## config.mk

```make
export PLATFORM = sky130hd
export DESIGN_NAME = fpga_config_pin_control
export DESIGN_NICKNAME = d
export VERILOG_FILES = /design/src/rtl/cfg_pin_pkg.sv /design/src/rtl/pin_sync.sv /design/src/rtl/fpga_config_pin_control.sv
export VERILOG_INCLUDE_DIRS = /design/src /design/src/rtl
export SDC_FILE = /design/constraint.sdc
export NUM_CORES = 1
export LEC_CHECK = 0
export ABC_AREA = 1
export BUFFER_PORTS_ARGS = -buffer_cell sky130_fd_sc_hd__clkbuf_2
export CAP_MARGIN = 0
export CELL_PAD_IN_SITES_DETAIL_PLACEMENT = 1
export CELL_PAD_IN_SITES_GLOBAL_PLACEMENT = 1
export CORE_MARGIN = 4
export CORE_UTILIZATION = 35
export DETAILED_ROUTE_END_ITERATION = 16
export MAX_ROUTING_LAYER = met4
export PLACE_DENSITY = 0.71
export SLEW_MARGIN = 20
export SYNTH_ARGS = -nofsm -noshare
export SYNTH_HDL_FRONTEND = slang
export SYNTH_SLANG_ARGS = --single-unit
export TNS_END_PERCENT = 10
```

## constraint.sdc

```tcl
create_clock -name clk -period 4.6 [get_ports clk]
set_input_delay 0.92 -clock clk [delete_from_list [all_inputs] [get_ports clk]]
set_output_delay 0.92 -clock clk [all_outputs]
set_load 0.005 [all_outputs]
```

## src/rtl/cfg_pin_params.svh

```systemverilog
/*
 Constants for the configuration pin controller: state timing, readback frame sizes
 and reset values. Included by design and testbench files by bare name.
*/
`ifndef CFG_PIN_PARAMS_SVH
`define CFG_PIN_PARAMS_SVH
`define FRAME_COUNT 16'h0010
`define FRAME_BITS 16'h0020
`define STROBE_DIV 8'h04
`define OPT_DONE_DELAY_RST 4'h2
`define OPT_IO_DELAY_RST 4'h3
`define LOAD_BITS 16'h0200
`endif

```

## src/rtl/cfg_pin_pkg.sv

```systemverilog
/*
 Types for the configuration pin controller.
 Assumes cfg_pin_params.svh is on the include path.
*/
package cfg_pin_pkg;
    typedef enum logic [2:0] {
        ST_CLEAR = 3'b000,
        ST_LOAD = 3'b001,
        ST_WAIT_DONE = 3'b010,
        ST_RELEASE = 3'b011,
        ST_USER = 3'b100
    } cfg_state_t;
    typedef enum logic [1:0] {
        MODE_MASTER = 2'b00,
        MODE_ASYNC_PERIPH = 2'b01,
        MODE_SLAVE = 2'b10,
        MODE_BUS = 2'b11
    } cfg_mode_t;
    typedef struct packed {
        logic tristate_after;
        logic readback_en;
        logic [3:0] done_delay;
        logic [3:0] io_delay;
    } cfg_opts_t;
    typedef struct packed {
        logic o;
        logic oe;
    } pin_drive_t;
endpackage

```

## src/rtl/pin_sync.sv

```systemverilog
/*
 Two-flop synchroniser for a vector of asynchronous pins.
 Assumes clk is the block clock; first stage is read only by the second.
*/
`timescale 1ns/1ns
`default_nettype none
module pin_sync #(
    parameter int W = 1
) (
    input wire logic clk,           // Block clock
    input wire logic [W-1:0] d,     // Asynchronous inputs
    output logic [W-1:0] q          // Synchronised outputs
);
    logic [W-1:0] meta_reg;
    always_ff @(posedge clk) begin
        meta_reg <= d;
        q <= meta_reg;
    end
endmodule
`default_nettype wire

```

## src/rtl/fpga_config_pin_control.sv

```systemverilog
/*
 Configuration pin control: restart, strobe clock direction, completion and start-up
 handshake, global tri-state, readback shift-out and error/interrupt pin.
 Assumes the configuration datapath reports load progress and init errors, and that
 pins arrive from outside the clock domain.
*/
`timescale 1ns/1ns
`default_nettype none
`include "cfg_pin_params.svh"
module fpga_config_pin_control (
    input wire logic clk,                       // Block clock, 125 MHz
    input wire logic sys_rst,                   // Synchronous reset, active high
    input wire logic ce,                        // Clock enable, freezes state when low
    input wire logic [3:0] addr,                // Register address
    input wire logic [31:0] wdata,              // Register write data
    input wire logic wr,                        // Write strobe
    input wire logic rd,                        // Read strobe
    output logic [31:0] rdata,                  // Read data, cycle after strobe
    input wire logic reset_pin,                 // Reset pin
    input wire logic program_restart_n,         // Program restart pin, active low
    input wire logic rd_cfg_n,                  // Readback/tri-state control pin
    input wire logic [1:0] mode_pins,           // Configuration mode
    input wire logic lead_device,               // Device leads a daisy chain
    input wire logic config_strobe_clock_i,     // Strobe clock pin input
    output logic config_strobe_clock_o,         // Strobe clock pin output
    output logic config_strobe_clock_oe,        // Strobe clock pin enable
    input wire logic done_i,                    // Completion pin level
    output logic done_o,                        // Completion pin output (always 0)
    output logic done_oe,                       // Completion pin pull-low enable
    output logic init_status,                   // Initialisation status high when ready
    input wire logic load_bit,                  // One configuration bit taken
    input wire logic init_error,                // RAM or core init failure
    input wire logic jtag_active,               // Boundary scan in use
    input wire logic tdo_data,                  // Boundary scan test data
    input wire logic [15:0] frame_data,         // Readback word at frame_addr
    output logic [15:0] frame_addr,             // Readback frame address
    output logic rd_data_tdo,                   // Shared readback / test data pin
    input wire logic host_irq_req,              // Host port interrupt request
    output logic cfg_irq_n,                     // Error / host port interrupt, low
    input wire logic [7:0] unused_pins,         // Pins marked unused or unbonded
    output logic user_io_enable,                // User I/O may be driven
    output logic [7:0] io_pullup,               // Pull-up enable per pin group
    output logic global_tristate,               // Force all I/O high impedance
    output logic global_set_reset,              // Async set/reset to logic cells
    output logic user_reset_in,                 // Reset pin as general input
    output logic jtag_reset                     // Boundary scan reset
);
    logic [4:0] sync_q;
    logic rst_s, prg_n_s, rdcfg_s, sclk_s, done_s;
    logic sclk_d_reg, rdcfg_d_reg;
    logic sclk_rise, rdcfg_fall, restart;
    cfg_pin_pkg::cfg_state_t state_reg, state_next;
    cfg_pin_pkg::cfg_opts_t opts_reg;
    logic reset_as_gsr_reg;
    logic [15:0] load_cnt_reg, bit_cnt_reg;
    logic [3:0] delay_cnt_reg;
    logic [7:0] div_reg;
    logic sclk_gen_reg, readback_reg, err_reg, reload_reg;
    logic [15:0] shift_reg;
    logic in_config, drive_clk, rb_step;

    pin_sync #(.W(5)) u_sync (
        .clk(clk),
        .d({reset_pin, program_restart_n, rd_cfg_n, config_strobe_clock_i, done_i}),
        .q(sync_q)
    );
    assign {rst_s, prg_n_s, rdcfg_s, sclk_s, done_s} = sync_q;

    always_ff @(posedge clk) begin
        if (sys_rst) begin
            sclk_d_reg <= 1'b0;
            rdcfg_d_reg <= 1'b1;
        end else if (ce) begin
            sclk_d_reg <= sclk_s;
            rdcfg_d_reg <= rdcfg_s;
        end
    end
    assign sclk_rise = sclk_s && !sclk_d_reg;
    assign rdcfg_fall = rdcfg_d_reg && !rdcfg_s;

    assign in_config = (state_reg != cfg_pipeline_user());
    function automatic cfg_pin_pkg::cfg_state_t cfg_pipeline_user();
        return cfg_pin_pkg::ST_USER;
    endfunction

    assign restart = !prg_n_s || (rst_s && in_config);

    always_comb begin
        state_next = state_reg;
        case (state_reg)
            cfg_pin_pkg::ST_CLEAR: begin
                if (rdcfg_s) begin
                    state_next = cfg_pin_pkg::ST_LOAD;
                end
            end
            cfg_pin_pkg::ST_LOAD: begin
                if (load_cnt_reg == `LOAD_BITS) begin
                    state_next = cfg_pin_pkg::ST_WAIT_DONE;
                end
            end
            cfg_pin_pkg::ST_WAIT_DONE: begin
                if (delay_cnt_reg == 4'h0 && done_s) begin
                    state_next = cfg_pin_pkg::ST_RELEASE;
                end
            end
            cfg_pin_pkg::ST_RELEASE: begin
                if (delay_cnt_reg == 4'h0) begin
                    state_next = cfg_pin_pkg::ST_USER;
                end
            end
            cfg_pin_pkg::ST_USER: begin
                state_next = cfg_pin_pkg::ST_USER;
            end
            default: begin
                state_next = cfg_pin_pkg::ST_CLEAR;
            end
        endcase
    end

    always_ff @(posedge clk) begin
        if (sys_rst) begin
            state_reg <= cfg_pin_pkg::ST_CLEAR;
        end else if (ce) begin
            if (restart) begin
                state_reg <= cfg_pin_pkg::ST_CLEAR;
            end else begin
                state_reg <= state_next;
            end
        end
    end

    // Load progress, counted in load_bit pulses
    always_ff @(posedge clk) begin
        if (sys_rst) begin
            load_cnt_reg <= 16'h0000;
        end else if (ce) begin
            if (restart || state_reg != cfg_pin_pkg::ST_LOAD) begin
                load_cnt_reg <= 16'h0000;
            end else if (load_bit && load_cnt_reg != `LOAD_BITS) begin
                load_cnt_reg <= load_cnt_reg + 16'h0001;
            end
        end
    end

    // Start-up delays, counted in strobe clock periods
    always_ff @(posedge clk) begin
        if (sys_rst) begin
            delay_cnt_reg <= 4'h0;
        end else if (ce) begin
            if (state_reg == cfg_pin_pkg::ST_LOAD) begin
                delay_cnt_reg <= opts_reg.done_delay;
            end else if (state_reg == cfg_pin_pkg::ST_WAIT_DONE && state_next
                    == cfg_pin_pkg::ST_RELEASE) begin
                delay_cnt_reg <= opts_reg.io_delay;
            end else if (sclk_rise && delay_cnt_reg != 4'h0) begin
                delay_cnt_reg <= delay_cnt_reg - 4'h1;
            end
        end
    end

    // Strobe clock divider for modes where this device drives it
    assign drive_clk = (mode_pins == cfg_pin_pkg::MODE_MASTER)
        || (mode_pins == cfg_pin_pkg::MODE_ASYNC_PERIPH)
        || (lead_device && mode_pins != cfg_pin_pkg::MODE_SLAVE);
    always_ff @(posedge clk) begin
        if (sys_rst) begin
            div_reg <= 8'h00;
            sclk_gen_reg <= 1'b0;
        end else if (ce) begin
            if (div_reg == `STROBE_DIV - 8'h01) begin
                div_reg <= 8'h00;
                sclk_gen_reg <= !sclk_gen_reg;
            end else begin
                div_reg <= div_reg + 8'h01;
            end
        end
    end
    // Readback always takes the strobe clock from outside
    assign config_strobe_clock_oe = drive_clk && in_config;
    assign config_strobe_clock_o = sclk_gen_reg;

    assign done_o = 1'b0;
    assign done_oe = (state_reg == cfg_pin_pkg::ST_CLEAR)
        || (state_reg == cfg_pin_pkg::ST_LOAD)
        || (state_reg == cfg_pin_pkg::ST_WAIT_DONE && delay_cnt_reg != 4'h0);
    assign init_status = (state_reg != cfg_pin_pkg::ST_CLEAR);

    // Readback engine
    assign rb_step = readback_reg && sclk_rise;
    always_ff @(posedge clk) begin
        if (sys_rst) begin
            readback_reg <= 1'b0;
            frame_addr <= 16'h0000;
            bit_cnt_reg <= 16'h0000;
            shift_reg <= 16'h0000;
            reload_reg <= 1'b0;
        end else if (ce) begin
            reload_reg <= 1'b0;
            if (in_config) begin
                readback_reg <= 1'b0;
            end else if (!readback_reg && opts_reg.readback_en && rdcfg_fall) begin
                readback_reg <= 1'b1;
                frame_addr <= 16'h0000;
                bit_cnt_reg <= 16'h0000;
                // Frame word follows the new address one cycle later
                reload_reg <= 1'b1;
            end else if (rb_step) begin
                shift_reg <= {shift_reg[14:0], 1'b0};
                if (bit_cnt_reg == `FRAME_BITS - 16'h0001) begin
                    bit_cnt_reg <= 16'h0000;
                    if (frame_addr == `FRAME_COUNT - 16'h0001) begin
                        readback_reg <= 1'b0;
                    end else begin
                        frame_addr <= frame_addr + 16'h0001;
                        reload_reg <= 1'b1;
                    end
                end else begin
                    bit_cnt_reg <= bit_cnt_reg + 16'h0001;
                    if (bit_cnt_reg[3:0] == 4'hF) begin
                        shift_reg <= frame_data;
                    end
                end
            end else if (reload_reg) begin
                shift_reg <= frame_data;
            end
        end
    end
    always_ff @(posedge clk) begin
        if (sys_rst) begin
            rd_data_tdo <= 1'b0;
        end else if (ce) begin
            rd_data_tdo <= jtag_active ? tdo_data : shift_reg[15];
        end
    end

    // Init error latch and shared interrupt pin
    always_ff @(posedge clk) begin
        if (sys_rst) begin
            err_reg <= 1'b0;
            cfg_irq_n <= 1'b1;
        end else if (ce) begin
            if (init_error && in_config) begin
                err_reg <= 1'b1;
            end else if (restart) begin
                err_reg <= 1'b0;
            end
            cfg_irq_n <= in_config ? !(err_reg || init_error) : !host_irq_req;
        end
    end

    // I/O control
    assign user_io_enable = (state_reg == cfg_pin_pkg::ST_USER) && !global_tristate;
    // Global tri-state also pulls every pin group up
    assign io_pullup = (in_config || global_tristate) ? 8'hFF : unused_pins;
    always_ff @(posedge clk) begin
        if (sys_rst) begin
            global_tristate <= 1'b1;
        end else if (ce) begin
            if (in_config) begin
                global_tristate <= !rdcfg_s || state_reg != cfg_pin_pkg::ST_USER;
            end else begin
                global_tristate <= opts_reg.tristate_after && !rdcfg_s;
            end
        end
    end
    assign global_set_reset = !in_config && reset_as_gsr_reg && rst_s;
    assign user_reset_in = !in_config && !reset_as_gsr_reg && rst_s;
    assign jtag_reset = !prg_n_s;

    // Option register: offset 0 options, offset 1 status
    always_ff @(posedge clk) begin
        if (sys_rst) begin
            opts_reg <= '{1'b0, 1'b0, `OPT_DONE_DELAY_RST, `OPT_IO_DELAY_RST};
            reset_as_gsr_reg <= 1'b0;
        end else if (ce && wr && addr == 4'h0) begin
            opts_reg <= wdata[9:0];
            reset_as_gsr_reg <= wdata[10];
        end
    end
    always_ff @(posedge clk) begin
        if (sys_rst) begin
            rdata <= 32'h00000000;
        end else if (ce) begin
            if (rd && addr == 4'h0) begin
                rdata <= {21'h000000, reset_as_gsr_reg, opts_reg};
            end else if (rd && addr == 4'h1) begin
                rdata <= {frame_addr, 11'h000, err_reg, readback_reg, state_reg};
            end else begin
                rdata <= 32'h00000000;
            end
        end
    end
endmodule
`default_nettype wire

```

* Yosys cells after proc, flatten, opt, wreduce, memory -nomap -nowiden *
Cells that the tools add are included.

storage, ports and cells
  bits in registers = 141
  latch bits = 0
  bits in writable memories = 0
  bits in read-only memories = 0
  input port bits = 78
  output and inout bits = 68
  memories = 0

operators by class
  $add $sub $neg = 5
  multiply operators = 0
  divide/modulo/power cells = 0
  order comparisons = 0
  equality and inequality tests = 17
  shift operators = 0
  multiplexer cells = 41
  bitwise operators = 2
  reductions and logical operators = 66

operator list
  cell                                                      count
  2-to-1 mux 16 bit                                         13
  2-to-1 mux 32 bit                                         2
  adder 16 x 1 -> 16 bit (second input constant)            3
  logical AND 1 bit                                         24
  == test 16 x 10 -> 1 bit (second input constant)          1
  == test 16 x 4 -> 1 bit (second input constant)           1
  == test 16 x 5 -> 1 bit (second input constant)           1
  2-to-1 mux 8 bit                                          2
  inequality test 16 x 10 -> 1 bit (second input constant)  1
  2-to-1 mux 1 bit                                          15
  2-to-1 mux 3 bit                                          5
  case mux 3 bit (5 select lines)                           1
  nonzero test 3 bit                                        5
  2-to-1 mux 4 bit                                          3
  zero test 1 bit                                           10
  nonzero test 2 bit                                        5
  == test 3 x 2 -> 1 bit (second input constant)            3
  logical OR 1 bit                                          9
  adder 8 x 1 -> 8 bit (second input constant)              1
  == test 8 x 2 -> 1 bit (second input constant)            1
  zero test 4 bit                                           2
  AND reduction 2 bit                                       4
  AND reduction 4 bit                                       2
  AND reduction 5 bit                                       1
  14 further kinds                                          16

* Depth between registers and ports, before layout *
  depth in word-level cells = 8
  gate-level depth with buffers = 13

* Modules after synthesis *
A second synthesis with hierarchy kept.

unflattened totals
  cell total of the unflattened synthesis = 1034
  area total of the unflattened synthesis = 6845.3 µm²

modules (own cells, without submodules)
  module                   instances  cells an instance  area each (µm²)
  fpga_config_pin_control  1          1024               6645.1
  pin_sync                 1          10                 200.2

* Worst setup path before layout *
OpenSTA, ideal clock, no wires.

  kind = input port to output port
  start = input lead_device
  end = output config_strobe_clock_oe
  arrival time = 1.099 ns
  required time = 3.680 ns
  setup slack = 2.581 ns
  cell stages on the path = 4
  path through = nand2_1 nand2_1 nand2_1 inv_1

on the way
  longest elaborated chain between the ends = 3

RTL lines
  item                RTL line                        text
  start: declaration  fpga_config_pin_control.sv:23   input wire logic lead_device,
  logical AND 1 bit   fpga_config_pin_control.sv:164  || (lead_device && mode_pins != cfg_pin_pkg::MODE_SLAVE);
  logical OR 1 bit    fpga_config_pin_control.sv:164
  logical AND 1 bit   fpga_config_pin_control.sv:179  assign config_strobe_clock_oe = drive_clk && in_config;
  end: declaration    fpga_config_pin_control.sv:26   output logic config_strobe_clock_oe,

No other way between the ends.

* Final worst setup path *
  start = register state_reg[2]
  end = output io_pullup[7]

on the way
  longest elaborated chain between the ends = 3

RTL lines
  item                      RTL line                        text
  start: declaration        fpga_config_pin_control.sv:52   cfg_pin_pkg::cfg_state_t state_reg, state_next;
  start signal: assignment  fpga_config_pin_control.sv:122  state_reg <= cfg_pin_pkg::ST_CLEAR;
  start signal: assignment  fpga_config_pin_control.sv:125  state_reg <= cfg_pin_pkg::ST_CLEAR;
  start signal: assignment  fpga_config_pin_control.sv:127  state_reg <= state_next;
  inequality test 3 bit     fpga_config_pin_control.sv:81   assign in_config = (state_reg != cfg_pipeline_user());
  logical OR 1 bit          fpga_config_pin_control.sv:254  assign io_pullup = (in_config || global_tristate) ? 8'hFF : unused_pins;
  2-to-1 mux 8 bit          fpga_config_pin_control.sv:254
  end: declaration          fpga_config_pin_control.sv:42   output logic [7:0] io_pullup,

No other way between the ends.

==> summary.txt <==
Floorplanning
  – Die Area: 22600 um^2
  – Initial cell density of the core: 0.359
  – Core region area: 19700 um^2
  – Die height: 150 um
  – Die Wd: 150 um
  – Count of standard-cell rows: 51
  – I/O pins: 146

Yosys
  – Post-synthesis cell type with the largest combined area: sky130_fd_sc_hd__dfxtp_1
  – Synth top cells by count: sky130_fd_sc_hd__nand2_1, sky130_fd_sc_hd__nor2_1, sky130_fd_sc_hd__dfxtp_1
  – Post-synthesis instance total: roughly 1100
  – Portion of synthesized cell area occupied by the leading cell type: 0.384
  – Share of synthesized area occupied by flip-flops and latches: 0.384
  – Biggest area contributors in the synthesized netlist: sky130_fd_sc_hd__dfxtp_1, sky130_fd_sc_hd__nand2_1, sky130_fd_sc_hd__nor2_1, sky130_fd_sc_hd__inv_1, sky130_fd_sc_hd__nand3_1
  – Most used standard cell by instance count after synthesis: sky130_fd_sc_hd__nand2_1
  – Yosys warnings: 0
  – Count of cell types in the netlist: 46
  – Most used flip-flop cell after synthesis: sky130_fd_sc_hd__dfxtp_1
  – Number of enable-type register cells in the synthesized netlist: 0
  – FF+latch count, synth: 136
  – Post-synthesis average cell area: 6.55 um^2
  – Mapped Area: 7090 um^2
  – Proportion of synthesized flip-flops having asynchronous set or reset: 0

Clocking
  – Worst-Skew Late Latency: 430 ps
  – Number of levels in the clock H-tree: 4
  – Count of hold-fix buffers inserted at cts: 0
  – Clock sink total: about 140
  – Clock-pin slew reported for the worst setup and hold paths after clock tree synthesis: around 60 ps
  – CTS tree: built
  – Root buffer cell: sky130_fd_sc_hd__clkbuf_16
  – Maximum buffer depth of the clock tree: 2
  – Number of cells upsized or downsized after cts: 0
  – Number of post-CTS setup repair buffers: 0
  – TritonCTS buffer count: 17

Place
  – Number of cells after detailed placement: 1429
  – DPL Wire Length: 16000 um
  – Placement Setup Slack: around 1800 ps
  – Final RePlAce weighted congestion: roughly 0.86
  – Input/output buffers: 118

Detailed routing
  – Wire per inst: 15.0 um
  – Pre-Repair DR Iteration Count: 4
  – Total number of vias: roughly 7100
  – Detailed Route WL: approximately 22000 um
  – DRC: 0
  – Via-to-Cell Ratio: 4.88
  – Number of nets with antenna violations after routing: 0
  – Initial detailed-routing violation count: 256

Setup path
  – CP arrival: 1920 ps
  – Crit path kind: reg -> out
  – Data required time at the worst endpoint: 3680 ps
  – Max Fanout on Critical Path: 10
  – Kind of start point of the critical path: flip-flop
  – Sort of element at the end of the critical path: primary output

Worst hold path
  – Path type of the worst min-delay path: reg -> reg

Global routing
  – Pin count of the biggest net entering global routing: 47
  – Vias in the first global route: 7184
  – First-pass GRT wire length: ~36000 um
  – Total global routing track utilization: 0.205
  – Antenna violations before repair: 0
  – Leftover overflow at the end of global routing: 0

STA
  – Max Clock Skew: 11.8 ps
  – PnR worst setup slack: 1760 ps
  – Final worst path period need: 2840 ps
  – Share of the cycle needed by the critical path after routing: 0.617
  – Relative slew slack: 0.382
  – Post-Route Setup TNS: 0 ps
  – Final setup violation count: 0
  – Slew at the pin closest to its max-slew limit: 926 ps
  – Setup repair after global routing missed its margin: no
  – Fmax achieved: 0.353 GHz
  – Number of hold violations in the final report: 0
  – Number of slew-limit violations in the final report: 0

Outcome
  – Status: finished, final reports clean

Finish
  – Total number of nets in the final design: 1267
  – Area taken by multi-input logic gates: 3680 um^2
  – Share of post-route cells with drive strength above 1: 0.168
  – Area used by sequential logic in the layout: roughly 2700 um^2
  – Count of antenna diodes in the layout: 0
  – Area growth from synthesis to layout: 18.3%
  – Most flops, register: rdata
  – Number of standard cells in the final layout excluding fillers: between 1000 and 1500
  – FILL cells: 2658
  – Number of flip-flops in the largest register: 27

Job
  – MaxCap Viol Count: 0

Power
  – Worst VDD drop: 233 uV
  – LEAKAGE: 3.54 nW
  – Power density over the cells: 319 nW/um^2
==> cell families (layout without fill, tap and decap cells) <==
logic type / after synthesis / after routing / share of synthesized area
and+or+nand+nor: 623 / 623 / 0.379
buffers and inverters: 164 / 270 / 0.100
AOI/OAI and AO/OA: 143 / 143 / 0.114
DFF: 136 / 136 / 0.384
xor gates and xnor gates: 9 / 9 / 0.0111
adders and majority gates: 6 / 6 / 0.0106
other: 1 / 6 / 0.000529
==> worst max-delay path: stages, from the launching register on <==
cell                       delay [ps]
sky130_fd_sc_hd__dfxtp_1          520
sky130_fd_sc_hd__nand3_4          260
sky130_fd_sc_hd__nor2_1           480
sky130_fd_sc_hd__nand2_1          110
sky130_fd_sc_hd__clkbuf_2         130
==> per-layer routing <==
metal | global-route usage | wire length, um
met5 | - | 0
met2 | 0.331 | 10300
met4 | 0.0554 | 252
met1 | 0.262 | 10300
met3 | 0.0418 | 1020
==> cell usage in the layout, fill, tap and decap left out, types with 3 or more instances in the layout <==
cell,Yosys,layout
sky130_fd_sc_hd__nand4_1,18,18
sky130_fd_sc_hd__nand2_2,13,13
sky130_fd_sc_hd__dfxtp_1,136,136
sky130_fd_sc_hd__buf_4,10,8
sky130_fd_sc_hd__nand2_1,294,294
sky130_fd_sc_hd__nor2_1,174,174
sky130_fd_sc_hd__clkinvlp_4,0,4
sky130_fd_sc_hd__clkbuf_16,0,17
sky130_fd_sc_hd__conb_1,1,6
sky130_fd_sc_hd__o21ai_0,37,37
sky130_fd_sc_hd__clkbuf_2,0,117
sky130_fd_sc_hd__a31oi_1,6,6
sky130_fd_sc_hd__a21oi_2,12,12
sky130_fd_sc_hd__o211ai_1,3,3
sky130_fd_sc_hd__ha_1,6,6
sky130_fd_sc_hd__nand2_4,5,5
sky130_fd_sc_hd__inv_2,6,6
sky130_fd_sc_hd__a21oi_1,69,69
sky130_fd_sc_hd__clkinv_2,1,3
sky130_fd_sc_hd__a22oi_1,8,8
sky130_fd_sc_hd__nor3b_1,5,5
sky130_fd_sc_hd__nand3_1,76,76
sky130_fd_sc_hd__xor2_1,7,7
sky130_fd_sc_hd__nor3_1,21,21
sky130_fd_sc_hd__inv_1,107,107
==> report_power, final <==
group	internal (W)	switching, W	total [W]
logic	0.0000492	0.0000901	0.000139
clock network	0.000815	0.000519	0.00133
registers	0.00119	0.0000107	0.00120
==> cell type report <==
class,instances,share of cell area
flip-flops and latches,136,0.325
repair buffers,125,0.0770
inverters,116,0.0527
clock inverters,8,0.0119
well taps,265,0.0396
clock buffers,21,0.0549
multi-input cells,787,0.439
==> per-stage QoR <==
stage                util  hold slack (ps)  total power [W]  area, um^2
floorplan               -              310          0.00131        7110
global placement    0.397              312          0.00137        7820
detailed placement  0.397              317          0.00137        7820
CTS                 0.425              330          0.00271        8380
global route        0.425              331          0.00278        8380
finish              0.425              327          0.00268        8380
==> worst paths after layout <==
| kind | from | endpoint | slack (ps) | cells past startpoint |
|---|---|---|---|---|
| worst max-delay path | state_reg[2] | io_pullup[7] | 1760 | 4 |
| worst min-delay path | u_sync.meta_reg[4] | u_sync.q[4] | 330 | 0 |
| worst max register to register | state_reg[2] | shift_reg[0] | 2370 | 7 |
| worst min register to register | u_sync.meta_reg[4] | u_sync.q[4] | 330 | 0 |
Power figures use the tool's default switching activity.
